===== src/pkg/lpt_port_pkg.sv =====
package lpt_port_pkg;

  // Register offsets from the decoded base
  localparam logic [1:0]  off_data   = 2'h0;
  localparam logic [1:0]  off_status = 2'h1;
  localparam logic [1:0]  off_ctrl   = 2'h2;

  // Base address slots selected by jumpers
  localparam logic [9:0]  base_slot_first  = 10'h378;
  localparam logic [9:0]  base_slot_second = 10'h278;
  localparam logic [9:0]  base_slot_third  = 10'h3bc;

  // Status bit positions
  localparam int          st_busy_pos   = 7;
  localparam int          st_ack_pos    = 6;
  localparam int          st_paper_pos  = 5;
  localparam int          st_online_pos = 4;
  localparam int          st_error_pos  = 3;
  localparam logic [2:0]  st_low_ones   = 3'h7;

  // Control bit positions
  localparam int          ct_dir_pos    = 5;
  localparam int          ct_irqen_pos  = 4;
  localparam int          ct_select_pos = 3;
  localparam int          ct_init_pos   = 2;
  localparam int          ct_feed_pos   = 1;
  localparam int          ct_strobe_pos = 0;
  localparam logic [1:0]  ct_high_ones  = 2'h3;

  // Values after reset: lines idle, init released, port usable at once
  localparam logic [7:0]  data_reset    = 8'h00;
  localparam logic [5:0]  ctrl_reset    = 6'h04;

  // Port slot jumper choices
  typedef enum logic [1:0] {
    slot_first  = 2'b00,
    slot_second = 2'b01,
    slot_third  = 2'b10
  } slot_type;

  // Printer status lines as seen at the connector
  typedef struct packed {
    logic busy;
    logic ack_n;
    logic paper_empty_flag;
    logic printer_online_flag;
    logic error_n;
  } status_lines_type;

  // Control lines as driven to the connector
  typedef struct packed {
    logic select;
    logic init_n;
    logic auto_feed;
    logic strobe;
  } ctrl_lines_type;

endpackage : lpt_port_pkg


===== src/lpt_sync2.sv =====
`timescale 1ns/1ns
// Two flip-flop synchroniser for a bus of pin levels
module lpt_sync2 #(
  parameter int W = 8
) (
  input  wire logic         clk,
  input  wire logic         nrst,
  input  wire logic [W-1:0] din,
  output logic      [W-1:0] dout
);

  logic [W-1:0] meta;

  // First stage feeds only the second stage
  always_ff @(posedge clk or negedge nrst) begin
    if (!nrst) begin
      meta <= '0;
      dout <= '0;
    end else begin
      meta <= din;
      dout <= meta;
    end
  end

endmodule : lpt_sync2


===== src/isa_printer_port.sv =====
`timescale 1ns/1ns
// Contract
// - Data register at offset 0, bits map lines
// - Status at offset 1, low three bits one
// - Busy bit reads 0 when printer blocked
// - Ack bit reads 0 when printer ready
// - Paper, online, error bits reflect printer
// - Control at offset 2, top bits one
// - Direction bit honoured only in bidirectional mode
// - Direction one releases and reads data lines
// - Direction zero drives data register out
// - Interrupt enable raises request on ack low
// - Select one asserts, init zero asserts
// - Control outputs read back as written
// - Jumper makes data register bidirectional
// - Base from three jumper slots, IRQ line 7 or 5 by separate jumper
// - Exactly three consecutive addresses decoded
// - Delivery setting decodes second slot
// - Works after reset without software setup
module isa_printer_port (
  input  wire logic                           clk,
  input  wire logic                           nrst,
  // Host I/O bus
  input  wire logic [9:0]                     io_addr,
  input  wire logic                           io_rd,
  input  wire logic                           io_wr,
  input  wire logic [7:0]                     io_wdata,
  output logic      [7:0]                     io_rdata,
  output logic                                io_sel,
  // Jumpers
  input  wire lpt_port_pkg::slot_type         port_slot_jumper,
  input  wire logic                           port_mode_jumper,
  input  wire logic                           irq_choice_jumper,
  // Printer data lines
  input  wire logic [7:0]                     pd_in,
  output logic      [7:0]                     pd_out,
  output logic      [7:0]                     pd_oe,
  // Printer status and control lines
  input  wire lpt_port_pkg::status_lines_type status_pins,
  output lpt_port_pkg::ctrl_lines_type        ctrl_pins,
  // Interrupt request lines
  output logic                                irq_line7,
  output logic                                irq_line5
);
  import lpt_port_pkg::*;

  logic [7:0]       print_data_byte;
  logic [5:0]       printer_control_lines;
  logic [7:0]       pd_sync;
  status_lines_type st_sync;
  logic [9:0]       base_addr;
  logic [9:0]       rel_addr;
  logic             hit;
  logic [1:0]       reg_idx;
  logic             data_dir_in;
  logic [7:0]       printer_status_lines;
  logic [7:0]       ctrl_readback;
  logic [7:0]       next_rdata;
  logic             irq_req;

  // Pin levels pass two flops before use
  lpt_sync2 #(.W(8)) u_sync_data (
    .clk  (clk),
    .nrst (nrst),
    .din  (pd_in),
    .dout (pd_sync)
  );

  lpt_sync2 #(.W(5)) u_sync_status (
    .clk  (clk),
    .nrst (nrst),
    .din  (status_pins),
    .dout (st_sync)
  );

  // Base from the slot jumper; unknown codes fall back to delivery slot
  always_comb begin
    unique case (port_slot_jumper)
      slot_first:  base_addr = base_slot_first;
      slot_second: base_addr = base_slot_second;
      slot_third:  base_addr = base_slot_third;
      default:     base_addr = base_slot_second;
    endcase
  end

  // Three-address window decode
  assign rel_addr = io_addr - base_addr;
  assign hit      = (rel_addr < 10'h003);
  assign reg_idx  = rel_addr[1:0];

  // Direction only honoured in bidirectional mode
  assign data_dir_in = port_mode_jumper & printer_control_lines[ct_dir_pos];

  // Status byte built from synchronised lines
  always_comb begin
    printer_status_lines                = 8'h00;
    printer_status_lines[st_busy_pos]   = st_sync.busy;
    printer_status_lines[st_ack_pos]    = st_sync.ack_n;
    printer_status_lines[st_paper_pos]  = st_sync.paper_empty_flag;
    printer_status_lines[st_online_pos] = st_sync.printer_online_flag;
    printer_status_lines[st_error_pos]  = st_sync.error_n;
    printer_status_lines[2:0]           = st_low_ones;
  end

  assign ctrl_readback = {ct_high_ones, printer_control_lines};

  // Read data mux
  always_comb begin
    next_rdata = 8'h00;
    if (hit) begin
      unique case (reg_idx)
        off_data:   next_rdata = data_dir_in ? pd_sync : print_data_byte;
        off_status: next_rdata = printer_status_lines;
        off_ctrl:   next_rdata = ctrl_readback;
        default:    next_rdata = 8'h00;
      endcase
    end
  end

  // Registered read answer
  always_ff @(posedge clk or negedge nrst) begin
    if (!nrst) begin
      io_rdata <= 8'h00;
      io_sel   <= 1'b0;
    end else begin
      io_sel <= (io_rd | io_wr) & hit;
      if (io_rd) begin
        io_rdata <= next_rdata;
      end
    end
  end

  // Data register write
  always_ff @(posedge clk or negedge nrst) begin
    if (!nrst) begin
      print_data_byte <= data_reset;
    end else if (io_wr && hit && reg_idx == off_data) begin
      print_data_byte <= io_wdata;
    end
  end

  // Control register write; top two bits are fixed ones
  always_ff @(posedge clk or negedge nrst) begin
    if (!nrst) begin
      printer_control_lines <= ctrl_reset;
    end else if (io_wr && hit && reg_idx == off_ctrl) begin
      printer_control_lines <= io_wdata[5:0];
    end
  end

  // Data lines drive or release
  always_ff @(posedge clk or negedge nrst) begin
    if (!nrst) begin
      pd_out <= data_reset;
      pd_oe  <= 8'hff;
    end else begin
      pd_out <= print_data_byte;
      pd_oe  <= {8{~data_dir_in}};
    end
  end

  // Control lines to the printer
  always_ff @(posedge clk or negedge nrst) begin
    if (!nrst) begin
      ctrl_pins <= '{select: 1'b0, init_n: 1'b1, auto_feed: 1'b0, strobe: 1'b0};
    end else begin
      ctrl_pins.select    <= printer_control_lines[ct_select_pos];
      ctrl_pins.init_n    <= printer_control_lines[ct_init_pos];
      ctrl_pins.auto_feed <= printer_control_lines[ct_feed_pos];
      ctrl_pins.strobe    <= printer_control_lines[ct_strobe_pos];
    end
  end

  // Interrupt request level while ack is low and enabled
  assign irq_req = printer_control_lines[ct_irqen_pos] & ~st_sync.ack_n;

  always_ff @(posedge clk or negedge nrst) begin
    if (!nrst) begin
      irq_line7 <= 1'b0;
      irq_line5 <= 1'b0;
    end else begin
      irq_line7 <= irq_req & irq_choice_jumper;
      irq_line5 <= irq_req & ~irq_choice_jumper;
    end
  end

  // Checks
  chk_irq_on_ack: assert property (@(posedge clk) disable iff (!nrst)
    (printer_control_lines[ct_irqen_pos] && !st_sync.ack_n && irq_choice_jumper) |=> irq_line7)
    else $error("irq7 not raised on low ack");
  chk_irq_off: assert property (@(posedge clk) disable iff (!nrst)
    !printer_control_lines[ct_irqen_pos] |=> !irq_line7 && !irq_line5)
    else $error("irq raised while disabled");
  chk_dir_ignored: assert property (@(posedge clk) disable iff (!nrst)
    !port_mode_jumper |=> pd_oe == 8'hff)
    else $error("data lines released outside bidir mode");
  chk_dir_release: assert property (@(posedge clk) disable iff (!nrst)
    (port_mode_jumper && printer_control_lines[ct_dir_pos]) |=> pd_oe == 8'h00)
    else $error("data lines not released");
  chk_data_drive: assert property (@(posedge clk) disable iff (!nrst)
    (io_wr && hit && reg_idx == off_data) ##1 !(io_wr && hit) |=> pd_out == $past(io_wdata, 2))
    else $error("data byte not driven");
  chk_status_ones: assert property (@(posedge clk) disable iff (!nrst)
    (io_rd && hit && reg_idx == off_status) |=> io_rdata[2:0] == 3'h7)
    else $error("status low bits not ones");
  chk_ctrl_readback: assert property (@(posedge clk) disable iff (!nrst)
    (io_wr && hit && reg_idx == off_ctrl) ##1 (io_rd && hit && reg_idx == off_ctrl && !io_wr)
      |=> io_rdata == {2'h3, $past(io_wdata[5:0], 2)})
    else $error("control readback mismatch");
  chk_decode_span: assert property (@(posedge clk) disable iff (!nrst)
    (io_rd && io_addr == base_addr + 10'h003) |=> !io_sel)
    else $error("fourth address decoded");
  chk_select_line: assert property (@(posedge clk) disable iff (!nrst)
    (io_wr && hit && reg_idx == off_ctrl && io_wdata[3]) |=> ##1 ctrl_pins.select)
    else $error("select not asserted");

  // Status read answers carry the synchronised printer lines
  chk_status_bits: assert property (@(posedge clk) disable iff (!nrst)
    (io_rd && hit && reg_idx == off_status) |=> io_rdata[7:3] == $past(st_sync))
    else $error("status bits differ from lines");

  chk_busy_bit: assert property (@(posedge clk) disable iff (!nrst)
    (io_rd && hit && reg_idx == off_status && !st_sync.busy) |=> !io_rdata[st_busy_pos])
    else $error("busy bit not low while blocked");

  chk_ack_bit: assert property (@(posedge clk) disable iff (!nrst)
    (io_rd && hit && reg_idx == off_status && !st_sync.ack_n) |=> !io_rdata[st_ack_pos])
    else $error("ack bit not low while ready");

  chk_status_write: assert property (@(posedge clk) disable iff (!nrst)
    (io_wr && hit && reg_idx == off_status) |=> $stable(print_data_byte) && $stable(printer_control_lines))
    else $error("status write changed a register");

  // Control and data read answers
  chk_ctrl_top_ones: assert property (@(posedge clk) disable iff (!nrst)
    (io_rd && hit && reg_idx == off_ctrl) |=> io_rdata[7:6] == 2'h3)
    else $error("control top bits not ones");

  chk_data_readback: assert property (@(posedge clk) disable iff (!nrst)
    (io_rd && hit && reg_idx == off_data && !data_dir_in) |=> io_rdata == $past(print_data_byte))
    else $error("data readback mismatch");

  chk_bidir_read: assert property (@(posedge clk) disable iff (!nrst)
    (io_rd && hit && reg_idx == off_data && data_dir_in) |=> io_rdata == $past(pd_sync))
    else $error("input data not read from lines");

  chk_rdata_hold: assert property (@(posedge clk) disable iff (!nrst)
    !io_rd |=> $stable(io_rdata))
    else $error("read data moved without a read");

  // Registers hold unless written
  chk_data_hold: assert property (@(posedge clk) disable iff (!nrst)
    !(io_wr && hit && reg_idx == off_data) |=> $stable(print_data_byte))
    else $error("data byte changed without write");

  chk_ctrl_hold: assert property (@(posedge clk) disable iff (!nrst)
    !(io_wr && hit && reg_idx == off_ctrl) |=> $stable(printer_control_lines))
    else $error("control changed without write");

  // Control lines follow a written control byte
  chk_ctrl_lines: assert property (@(posedge clk) disable iff (!nrst)
    (io_wr && hit && reg_idx == off_ctrl) ##1 !io_wr |=> ctrl_pins == $past(io_wdata[3:0], 2))
    else $error("control lines differ from write");

  chk_init_line: assert property (@(posedge clk) disable iff (!nrst)
    (io_wr && hit && reg_idx == off_ctrl && !io_wdata[2]) ##1 !io_wr |=> !ctrl_pins.init_n)
    else $error("init not asserted");

  // Data line direction
  chk_mode_drive: assert property (@(posedge clk) disable iff (!nrst)
    (port_mode_jumper && !printer_control_lines[ct_dir_pos]) |=> pd_oe == 8'hff)
    else $error("data lines released with direction out");

  chk_oe_levels: assert property (@(posedge clk) disable iff (!nrst)
    pd_oe == 8'hff || pd_oe == 8'h00)
    else $error("data line enables split");

  // Address window per slot
  chk_slot_first: assert property (@(posedge clk) disable iff (!nrst)
    (port_slot_jumper == slot_first && io_rd && io_addr == base_slot_first) |=> io_sel)
    else $error("first slot not decoded");

  chk_slot_third: assert property (@(posedge clk) disable iff (!nrst)
    (port_slot_jumper == slot_third && io_rd && io_addr == base_slot_third) |=> io_sel)
    else $error("third slot not decoded");

  chk_slot_delivery: assert property (@(posedge clk) disable iff (!nrst)
    (port_slot_jumper == slot_second && io_rd && io_addr == base_slot_second) |=> io_sel)
    else $error("delivery slot not decoded");

  chk_slot_spare: assert property (@(posedge clk) disable iff (!nrst)
    (port_slot_jumper == 2'b11 && io_rd && io_addr == base_slot_second) |=> io_sel)
    else $error("spare code not on delivery slot");

  chk_below_base: assert property (@(posedge clk) disable iff (!nrst)
    ((io_rd || io_wr) && io_addr == base_addr - 10'h001) |=> !io_sel)
    else $error("address below base decoded");

  // Interrupt lines
  chk_irq5_on_ack: assert property (@(posedge clk) disable iff (!nrst)
    (printer_control_lines[ct_irqen_pos] && !st_sync.ack_n && !irq_choice_jumper) |=> irq_line5)
    else $error("irq5 not raised on low ack");

  chk_irq_quiet: assert property (@(posedge clk) disable iff (!nrst)
    st_sync.ack_n |=> !irq_line7 && !irq_line5)
    else $error("irq raised while ack high");

  chk_irq7_unused: assert property (@(posedge clk) disable iff (!nrst)
    !irq_choice_jumper |=> !irq_line7)
    else $error("irq7 raised while not chosen");

  chk_irq5_unused: assert property (@(posedge clk) disable iff (!nrst)
    irq_choice_jumper |=> !irq_line5)
    else $error("irq5 raised while not chosen");

  cov_irq7: cover property (@(posedge clk) disable iff (!nrst) $rose(irq_line7));
  cov_bidir_read: cover property (@(posedge clk) disable iff (!nrst)
    io_rd && hit && reg_idx == off_data && data_dir_in);
  cov_strobe: cover property (@(posedge clk) disable iff (!nrst) $rose(ctrl_pins.strobe));
  cov_third_slot: cover property (@(posedge clk) disable iff (!nrst)
    port_slot_jumper == slot_third && io_sel);

endmodule : isa_printer_port


===== config.mk =====
export PLATFORM = sky130hd
export DESIGN_NAME = isa_printer_port
export DESIGN_NICKNAME = d
export VERILOG_FILES = /design/src/pkg/lpt_port_pkg.sv /design/src/lpt_sync2.sv /design/src/isa_printer_port.sv
export SDC_FILE = /design/constraint.sdc
export NUM_CORES = 1
export LEC_CHECK = 0
export ABC_AREA = 1
export BUFFER_PORTS_ARGS = -buffer_cell sky130_fd_sc_hd__buf_2
export CAP_MARGIN = 20
export CORE_MARGIN = 4
export CORE_UTILIZATION = 56
export DETAILED_ROUTE_END_ITERATION = 6
export PLACE_DENSITY = 0.88
export SLEW_MARGIN = 25
export SYNTH_ARGS = -nofsm -noshare
export SYNTH_HDL_FRONTEND = slang
export SYNTH_SLANG_ARGS = --single-unit

===== constraint.sdc =====
create_clock -name clk -period 3.1 [get_ports clk]
set_clock_uncertainty 0.05 [all_clocks]
set_input_delay 0 -clock clk [delete_from_list [all_inputs] [get_ports clk]]
set_output_delay 0 -clock clk [all_outputs]
set_load 0.01 [all_outputs]

==> impl_metrics.env, run 1 <==
export IMPL_tns_ps=0
export IMPL_grt_pass1_vias=2223
export IMPL_hp_class="input pin to flip-flop"
export IMPL_cp_required_ps=3330
export IMPL_drtAntennaViolNets=0
export IMPL_clk_pin_slew_ps=70
export IMPL_layout_nets=398
export IMPL_ctsLongestPathBuffers=2
export IMPL_rsz0062_at_grt="false"
export IMPL_period_share=0.678
export IMPL_r2r_end="io_rdata[3]"
export IMPL_syn_to_final_growth_pct=29.9
export IMPL_synthCells=262
export IMPL_tightest_slew_ps=952
export IMPL_antenna_found_initial=0
export IMPL_powerDensity_nw_per_um2=510
export IMPL_vias=2153
export IMPL_dpl_hpwl_um=3970
export IMPL_yosys_register_bits=64
export IMPL_finalHoldViolations=0
export IMPL_avgViaCountPerCell=5.23
export IMPL_rows=24
export IMPL_status="complete, no violations"
export IMPL_setup_violations=0
export IMPL_cts_tree="yes"
export IMPL_cp_start_kind="input pin"
export IMPL_numCtsBuffers=9
export IMPL_drive_gt1_frac=0.261
export IMPL_ys_types=27
export IMPL_port_buffers=69
export IMPL_yosys_warnings=0
export IMPL_synth_top_area_share=0.587
export IMPL_syn_avg_cell_area_um2=9.92
export IMPL_grt_first_pass_wirelength_um=10500
export IMPL_slew_headroom=0.363
export IMPL_final_common_cell="nand2_1"
export IMPL_cts_root_buf="clkbuf_8"
export IMPL_path_cells="buf_2, inv_1, nand2_1, ha_1, nand2_1, o21bai_1, a21oi_1, nand2_1, nand2_1, nand2_1, nor2_8, nand4_1, dlygate4sd3_1, nand2_1"
export IMPL_final_cell_mix="nand2_1 (69), buf_2 (68), dfrtp_1 (61), inv_1 (27), dlygate4sd3_1 (26)"
export IMPL_ioPinCount=70
export IMPL_h_tree_depth=3
export IMPL_n_antenna_cell=0
export IMPL_fp_dieW_um=76.1
export IMPL_synth_area_um2=2600
export IMPL_cpMaxStageDelayCell="dlygate4sd3_1"
export IMPL_r2r_start="printer_control_lines[5]"
export IMPL_slowest_delay_ps=590
export IMPL_critPathKind="input pin to flip-flop"
export IMPL_start_util=0.589
export IMPL_drcViolationCount=0
export IMPL_routed_wl_um=5920
export IMPL_layout_min_cycle_time_ps=2100
export IMPL_drtIter0Drc=122
export IMPL_synthTopCellsByArea="dfrtp_1 (59%), nand2_1 (10%), inv_1 (3.9%)"
export IMPL_p_leak_nw=1.78
export IMPL_yosys_area_top_type="dfrtp_1"
export IMPL_reg2reg_slack_ps=1630
export IMPL_slew_violations=0
export IMPL_grt_max_degree=46
export IMPL_cp_common_cell="nand2_1"
export IMPL_syn_num_nets=305
export IMPL_peakVddDrop_mv=0.476
export IMPL_setup_worst_path_start="port_slot_jumper[0]"
export IMPL_fillers=285
export IMPL_fmax_ghz=0.476
export IMPL_fp_coreArea_um2=4410
export IMPL_path_max_fanout=25
export IMPL_cts_sinks=64
export IMPL_worstSetupEndpointType="flip-flop"
export IMPL_maxCapViolations=0
export IMPL_place_gp_congestion=0.955
export IMPL_die_h_um=76.1
export IMPL_post_drt_wl_per_cell_um=14.4
export IMPL_seq_area_frac_synth=0.618
export IMPL_r2r_cells=6
export IMPL_insertion_delay_ps=340
export IMPL_cp_endpoint="printer_control_lines[2]"
export IMPL_crit_arrival_ps=2330
export IMPL_grt_util_all_layers=0.226
export IMPL_grt_ovfl_total=0
export IMPL_die_area_um2=5790
export IMPL_firstDrtPassIters=4
export IMPL_fin_hold_ws_ps=24.2
where the power goes:
part	leakage [nW]	internal [W]	switching (W)	total, W
clock network	0.100	0.000390	0.000302	0.000691
registers	0.822	0.000861	0.0000105	0.000872
logic	0.858	0.0000683	0.0000898	0.000158
total	1.78	0.00132	0.000402	0.00172
how the worst min path moves through the flow:
stage                     endpoint  startpoint  depth (start not counted)  slack [ps]
6_report        print_data_byte[5]       io_wr                          3          20
5_1_grt         print_data_byte[4]       io_wr                          3          50
4_1_cts         print_data_byte[5]       io_wr                          3           2
3_5_place_dp   u_sync_data.meta[2]    pd_in[2]                          1          60
3_3_place_gp   u_sync_data.meta[7]    pd_in[7]                          1          60
2_1_floorplan         ctrl_pins[0]        nrst                          0        -350
cells in the mapped netlist (all sizes together):
cell type,number
nand3b,2
nor3b,1
and2,1
ha,4
nand3,16
clkbuf,2
dfrtp,61
o21bai,1
dfstp,3
nor3,1
o211ai,7
o21ai,16
nand2,70
o21a,1
a21oi,3
o221ai,1
buf,13
inv,27
nor2,18
nand4,14
registers in the layout, indices dropped and copies added (netlist names):
signal and cells:
u_sync_status.meta 5, irq_line7 1, u_sync_data.meta 8, pd_out 8
io_sel 1, pd_oe 1, irq_line5 1, ctrl_pins 4
io_rdata 8, print_data_byte 8, printer_control_lines 6, u_sync_data.dout 8
u_sync_status.dout 5
repair_timing:
action / CTS / global route
setup buffers: 0 / 0
hold endpoints to repair: 81 / 0
hold buffers: 26 / 0
resized for setup: 0 / 0
routing by layer:
metal / wire [µm] / vias up / track usage
met5: 0 / - / 0
met4: 132 / 0 / 0.101
met3: 420 / 14 / 0.0615
met2: 3100 / 98 / 0.385
met1: 2270 / 1007 / 0.266
li1: - / 1034 / -
logic make-up after synthesis:
kind of cell	after synthesis	synth area share
adders and majority gates	4	0.0193
AOI/OAI and AO/OA	29	0.0660
DFF	64	0.618
buffers and inverters	42	0.0785
and+or+nand+nor	123	0.219
cell type report:
type	count	area, µm²	area share
inverters	27	101	0.0300
clock inverters	4	45.0	0.0133
clock buffers	12	145	0.0430
flip-flops and latches	64	1610	0.476
multi-input cells	156	790	0.234
well taps	52	65.1	0.0193
repair buffers	97	623	0.185
critical path, delay by kind of cell:
kind	cells	cell delay, ps
compound gates	2	230
simple gates	8	980
fa+ha+maj	1	340
buf+inv	3	780
through the flow:
stage | cell area [µm²] | instances | util | setup WS [ps] | total power [W]
floorplan | 2600 | 262 | - | 1570 | 0.000953
global placement | 2920 | 370 | 0.662 | 1090 | 0.00101
global route | 3370 | 412 | 0.764 | 802 | 0.00180
CTS | 3370 | 412 | 0.764 | 1070 | 0.00172
finish | 3370 | 412 | 0.764 | 998 | 0.00172
detailed placement | 2920 | 370 | 0.662 | 1030 | 0.00102
Power figures use the tool's default switching activity.
==> run 2: changes to the inputs <==
--- a/config.mk
+++ b/config.mk
@@ -5,13 +5,13 @@
 export SDC_FILE = /design/constraint.sdc
 export NUM_CORES = 1
 export LEC_CHECK = 0
-export ABC_AREA = 1
+export ABC_AREA = 0
 export BUFFER_PORTS_ARGS = -buffer_cell sky130_fd_sc_hd__buf_2
 export CAP_MARGIN = 20
 export CORE_MARGIN = 4
-export CORE_UTILIZATION = 56
+export CORE_UTILIZATION = 51
 export DETAILED_ROUTE_END_ITERATION = 6
-export PLACE_DENSITY = 0.88
+export PLACE_DENSITY = 0.82
 export SLEW_MARGIN = 25
 export SYNTH_ARGS = -nofsm -noshare
 export SYNTH_HDL_FRONTEND = slang
==> constraint.sdc (replaced) <==
create_clock -name clk -period 2 [get_ports clk]
set_clock_uncertainty 0.05 [all_clocks]
set_input_delay 0 -clock clk [delete_from_list [all_inputs] [get_ports clk]]
set_output_delay 0 -clock clk [all_outputs]
set_load 0.01 [all_outputs]
==> impl_metrics.env, run 2 <==
export IMPL_status="finished, violations left"
export IMPL_violations="setup timing"
export IMPL_p_leak_nw=1.72
export IMPL_fp_dieW_um=78.5
export IMPL_place_area_um2=3000
export IMPL_synth_area_um2=2530
export IMPL_grt_util_all_layers=0.177
export IMPL_place_gp_congestion=0.836
export IMPL_setup_worst_path_start="io_addr[2]"
export IMPL_tightest_slew_ps=745
export IMPL_start_util=0.533
export IMPL_post_cts_buffers=0
export IMPL_yosys_warnings=0
export IMPL_avgViaCountPerCell=4.99
export IMPL_fillers=329
export IMPL_synth_compound_area_frac=0.0963
export IMPL_insertion_delay_ps=320
export IMPL_yosys_area_top_type="dfrtp_1"
export IMPL_seqCellArea_um2=1610
export IMPL_vias=1786
export IMPL_clk_pin_slew_ps=60
export IMPL_drive_gt1_frac=0.454
export IMPL_rsz0062_at_grt="true"
export IMPL_layout_min_cycle_time_ps=2000
export IMPL_numCtsBuffers=9
export IMPL_tns_ps=-12.3
export IMPL_synthCells=185
export IMPL_die_area_um2=6160
export IMPL_grt_max_degree=65
export IMPL_powerDensity_nw_per_um2=756
export IMPL_cp_endpoint="print_data_byte[7]"
export IMPL_r2r_cells=5
export IMPL_die_h_um=78.5
export IMPL_yosys_area_share_simple=0.117
export IMPL_rows=25
export IMPL_postSynth_asyncResetShare=1.00
export IMPL_synth_edff_count=0
export IMPL_synth_common_cells="dfrtp_1 (61), nand2_1 (15), mux2_4 (14), nor2b_1 (9), o21ai_0 (9)"
export IMPL_drcViolationCount=0
export IMPL_syn_num_nets=228
export IMPL_h_tree_depth=3
export IMPL_grt_first_pass_wirelength_um=8260
export IMPL_hp_class="input pin to flip-flop"
export IMPL_crit_arrival_ps=2160
export IMPL_multi_input_area_um2=870
export IMPL_critPathKind="input pin to flip-flop"
export IMPL_period_share=1.00
export IMPL_final_common_cell="buf_2"
export IMPL_grt_ovfl_total=0
export IMPL_ys_types=39
export IMPL_slew_headroom=0.503
export IMPL_final_util=0.724
export IMPL_finalPower_w=0.00260
export IMPL_yosys_register_bits=64
export IMPL_synth_top_area_share=0.602
export IMPL_firstDrtPassIters=4
export IMPL_dpl_hpwl_um=3440
export IMPL_ys_flop_type="dfrtp_1"
export IMPL_yosysMostFrequentCell="dfrtp_1"
export IMPL_cp_start_kind="input pin"
export IMPL_muxShareOfSynthArea=0.0830
export IMPL_synthTopCellsByArea="dfrtp_1 (60%), mux2_4 (8.3%), dfstp_2 (3.1%)"
export IMPL_slew_violations=0
export IMPL_synth_xor_area_share=0.0133
export IMPL_layout_nets=329
export IMPL_seq_area_frac_synth=0.634
export IMPL_fp_coreArea_um2=4750
export IMPL_routed_wl_um=5030
export IMPL_synthAdderAreaFrac=0.0198
export IMPL_worstSetupEndpointType="flip-flop"
export IMPL_port_buffers=69
export IMPL_maxCapViolations=0
export IMPL_reg2reg_slack_ps=510
export IMPL_ctsLongestPathBuffers=2
export IMPL_cts_root_buf="clkbuf_8"
export IMPL_finalHoldViolations=0
export IMPL_peakVddDrop_mv=0.521
export IMPL_drtAntennaViolNets=0
export IMPL_post_drt_wl_per_cell_um=14.1
export IMPL_antenna_found_initial=0
export IMPL_cts_tree="yes"
export IMPL_place_ws_ps=-472
export IMPL_path_max_fanout=8
export IMPL_n_antenna_cell=0
export IMPL_stdcell_area_um2=3440
export IMPL_drtIter0Drc=143
export IMPL_syn_avg_cell_area_um2=13.7
export IMPL_ioPinCount=70
export IMPL_fmax_ghz=0.499
export IMPL_grt_pass1_vias=1751
export IMPL_r2r_end="io_rdata[6]"
export IMPL_r2r_start="printer_control_lines[5]"
export IMPL_syn_to_final_growth_pct=36.0
export IMPL_final_cell_mix="buf_2 (67), dfrtp_1 (61), dlygate4sd3_1 (24), nand2_1 (15), mux2_4 (14)"
export IMPL_fin_ws_ps=-4.32
export IMPL_setup_violations=4
export IMPL_cts_sinks=64
export IMPL_cp_required_ps=2150
export IMPL_synth_top_family_by_area="simple AND/OR/NAND/NOR gates"
==> run 2: report_power, final <==
part	switching, W	leakage (nW)	total, W	internal, W
sequential	0.0000136	0.823	0.00135	0.00133
clock	0.000431	0.0876	0.00101	0.000575
combinational	0.000124	0.813	0.000249	0.000126
total	0.000568	1.72	0.00260	0.00203
==> run 2: cell type report <==
cell class,count,area share
inverter,1,0.00109
clock inverter,3,0.0124
timing repair buffer,105,0.203
tap,67,0.0243
sequential,64,0.466
clock buffer,13,0.0403
multi-input combinational,105,0.252
==> run 2: worst min path at each step <==
stage,slack (ps),startpoint,depth (start not counted),end
floorplan,-350,nrst,0,ctrl_pins[0]
global placement,60,status_pins[3],1,u_sync_status.meta[3]
detailed placement,60,pd_in[1],1,u_sync_data.meta[1]
CTS,60,port_mode_jumper,2,pd_oe[0]
global route,90,io_rd,2,io_sel
finish,80,port_mode_jumper,2,pd_oe[0]
==> run 2: repair_timing <==
action,4_1_cts,5_1_grt
gates resized for setup,6,1
pin swaps,2,1
endpoints found under the setup margin,14,14
endpoints found under the hold margin,91,0
hold buffers,24,0
==> run 2: metrics by stage <==
stage	cells	hold slack [ps]
2_1_floorplan	185	-346
3_3_place_gp	319	58.8
3_5_place_dp	319	59.3
4_1_cts	359	58.8
5_1_grt	358	94.0
6_report	358	77.1
==> run 2: critical path: stages <==
cell	delay [ps]
buf_6	90
or3b_4	420
ha_4	180
or2_4	220
a221oi_2	230
nand4_1	160
buf_4	180
nor4_4	190
buf_12	190
mux2_4	300
==> run 2: cell families (layout without fill, tap and decap cells) <==
group	after synthesis	after routing
xor+xnor	3	3
simple gates	49	49
buf+inv	16	122
mux	14	14
fa+ha+maj	4	4
flops	64	64
compound gates	35	35
==> run 2: layer usage <==
layer	vias up	part of all wire	track usage
li1	846	-	-
met1	858	0.43	0.207
met2	67	0.49	0.297
met3	15	0.049	0.0344
met4	0	0.033	0.114
met5	-	0	0
==> run 3: changes to the inputs <==
--- a/config.mk
+++ b/config.mk
@@ -15,4 +15,5 @@
 export SLEW_MARGIN = 25
 export SYNTH_ARGS = -nofsm -noshare
 export SYNTH_HDL_FRONTEND = slang
+export SYNTH_HIERARCHICAL = 1
 export SYNTH_SLANG_ARGS = --single-unit
==> impl_metrics.env, run 3 <==
export IMPL_r2r_cells=6
export IMPL_port_buffers=69
export IMPL_stdcell_area_um2=3600
export IMPL_muxShareOfSynthArea=0.0633
export IMPL_synth_common_cells="dfrtp_1 (61), mux2_2 (14), nand2_1 (14), a21oi_1 (10), nor2b_1 (10)"
export IMPL_yosys_warnings=6
export IMPL_peakVddDrop_mv=0.645
export IMPL_min_to="io_sel"
export IMPL_fp_coreArea_um2=4720
export IMPL_cp_required_ps=2180
export IMPL_die_area_um2=6060
export IMPL_r2r_end="io_rdata[4]"
export IMPL_powerDensity_nw_per_um2=834
export IMPL_cp_start_kind="input pin"
export IMPL_min_delay_start="io_rd"
export IMPL_routed_wl_um=5940
export IMPL_place_ws_ps=-532
export IMPL_fp_dieW_um=77.9
export IMPL_path_max_fanout=5
export IMPL_setup_violations=13
export IMPL_synthCells=183
export IMPL_p_leak_nw=1.79
export IMPL_synth_compound_area_frac=0.104
export IMPL_layout_nets=335
export IMPL_r2r_start="printer_control_lines[5]"
export IMPL_cp_common_cell="buf_6"
export IMPL_h_tree_depth=3
export IMPL_drive_gt1_frac=0.471
export IMPL_ioPinCount=70
export IMPL_fin_ws_ps=-57.3
export IMPL_violations="setup timing"
export IMPL_synth_top_family_by_area="simple AND/OR/NAND/NOR gates"
export IMPL_crit_arrival_ps=2240
export IMPL_synth_edff_count=0
export IMPL_layout_min_cycle_time_ps=2060
export IMPL_start_util=0.527
export IMPL_ctsLongestPathBuffers=2
export IMPL_insertion_delay_ps=350
export IMPL_yosysMostFrequentCell="dfrtp_1"
export IMPL_worstSetupEndpointType="flip-flop"
export IMPL_hp_class="input pin to flip-flop"
export IMPL_ys_types=33
export IMPL_synthTopCellsByArea="dfrtp_1 (61%), mux2_2 (6.3%), dfstp_2 (3.2%)"
export IMPL_n_antenna_cell=0
export IMPL_drtAntennaViolNets=0
export IMPL_slew_violations=0
export IMPL_grt_first_pass_wirelength_um=9830
export IMPL_finalPower_w=0.00301
export IMPL_status="finished, violations left"
export IMPL_vias=1856
export IMPL_numCtsBuffers=9
export IMPL_grt_util_all_layers=0.219
export IMPL_final_util=0.763
export IMPL_final_cell_mix="buf_2 (67), dfrtp_1 (61), dlygate4sd3_1 (24)"
export IMPL_critPathBufInv=3
export IMPL_finalHoldViolations=0
export IMPL_final_common_cell="buf_2"
export IMPL_slowest_delay_ps=410
export IMPL_rows=25
export IMPL_dpl_hpwl_um=3760
export IMPL_clk_pin_slew_ps=70
export IMPL_ys_flop_type="dfrtp_1"
export IMPL_cpMaxStageDelayCell="or3b_4"
export IMPL_yosys_area_top_type="dfrtp_1"
export IMPL_drtIter0Drc=67
export IMPL_place_gp_congestion=0.804
export IMPL_syn_to_final_growth_pct=44.8
export IMPL_synth_area_um2=2490
export IMPL_grt_max_degree=29
export IMPL_grt_pass1_vias=1947
export IMPL_reg2reg_slack_ps=230
export IMPL_slew_headroom=0.588
export IMPL_critPathKind="input pin to flip-flop"
export IMPL_grt_ovfl_total=0
export IMPL_synth_xor_area_share=0.0176
export IMPL_yosys_area_share_simple=0.117
export IMPL_die_h_um=77.9
export IMPL_cts_root_buf="clkbuf_8"
export IMPL_cts_tree="yes"
export IMPL_avgViaCountPerCell=5.10
export IMPL_tns_ps=-645
export IMPL_synth_top_area_share=0.613
export IMPL_hold_depth=2
export IMPL_syn_num_nets=226
export IMPL_path_cells="buf_8, or3b_4, ha_4, a41o_1, a21oi_2, xor2_1, nand4_1, buf_6, nor4b_4, buf_6, mux2_4"
export IMPL_post_drt_wl_per_cell_um=16.3
export IMPL_maxCapViolations=0
export IMPL_firstDrtPassIters=4
export IMPL_tightest_slew_ps=619
export IMPL_rsz0062_at_grt="true"
export IMPL_yosys_register_bits=64
export IMPL_syn_avg_cell_area_um2=13.6
export IMPL_synthAdderAreaFrac=0.0201
export IMPL_place_area_um2=2990
export IMPL_seq_area_frac_synth=0.645
export IMPL_postSynth_asyncResetShare=1.00
export IMPL_antenna_found_initial=0
export IMPL_period_share=1.03
export IMPL_cp_top_family="simple AND/OR/NAND/NOR gates"
export IMPL_drcViolationCount=0
export IMPL_fmax_ghz=0.486
export IMPL_cts_sinks=64
[run 3: cell types whose count changed after synthesis, sizes merged, moves of 2 or more]
cell / previous run / this run
and2: 2 / 0
buf: 9 / 7
or2: 2 / 0
xnor2: 0 / 3
nor4b: 0 / 2
a21oi: 7 / 10
[run 3: layout make-up]
cell class / instances / area, µm²
flip-flops and latches: 64 / 1610
repair buffers: 112 / 763
multi-input cells: 104 / 893
inverters: 1 / 6.26
fillers: 288 / 1120
clock inverters: 6 / 115
well taps: 67 / 83.8
clock buffers: 10 / 138
[run 3: worst max path at each step]
stage / start / endpoint / slack, ps / cells after the start
2_1_floorplan: port_slot_jumper[0] / print_data_byte[0] / -410 / 9
3_3_place_gp: port_slot_jumper[0] / printer_control_lines[3] / -470 / 11
3_5_place_dp: port_slot_jumper[0] / print_data_byte[4] / -530 / 11
4_1_cts: io_addr[2] / print_data_byte[1] / -100 / 11
5_1_grt: port_slot_jumper[0] / print_data_byte[7] / -150 / 11
6_report: port_slot_jumper[0] / print_data_byte[7] / -60 / 11
[run 3: logic make-up after synthesis]
logic type                 count (synthesis)
DFF                                       64
and+or+nand+nor                           44
AOI/OAI and AO/OA                         37
buffers and inverters                     15
muxes                                     14
xor gates and xnor gates                   5
adders and majority gates                  4
[run 3: worst register-to-register path: cells and delay by family, from the launching register on]
kind            cells  cell delay, ps
compound gates      4             600
flops               1             530
simple gates        2             480
[run 3: routing by layer]
| metal | global-route usage | wire length (µm) | up-vias |
|---|---|---|---|
| met5 | 0 | 0 | - |
| met1 | 0.258 | 2470 | 930 |
| met4 | 0.0996 | 84 | 0 |
| met3 | 0.0696 | 287 | 8 |
| li1 | - | - | 858 |
| met2 | 0.364 | 3100 | 60 |
[run 3: what timing repair did]
item | 4_1_cts | 5_1_grt
hold buffers | 24 | 0
pin swaps | 6 | 7
buffers inserted | 3 | 0
resized for setup | 18 | 7
setup endpoints to repair | 23 | 20
endpoints found under the hold margin | 56 | 0
[run 3: where the power goes]
| group | total (W) | switching (W) | internal (W) |
|---|---|---|---|
| combinational | 0.000267 | 0.000127 | 0.000140 |
| clock | 0.00139 | 0.000524 | 0.000868 |
| sequential | 0.00135 | 0.0000157 | 0.00133 |
[run 3: metrics by stage]
step | instances | hold slack (ps)
after floorplan | 183 | -346
after global routing | 364 | 56.0
after detailed placement | 321 | -14.8
after CTS | 364 | 24.0
after global placement | 321 | -15.3
final | 364 | 34.1
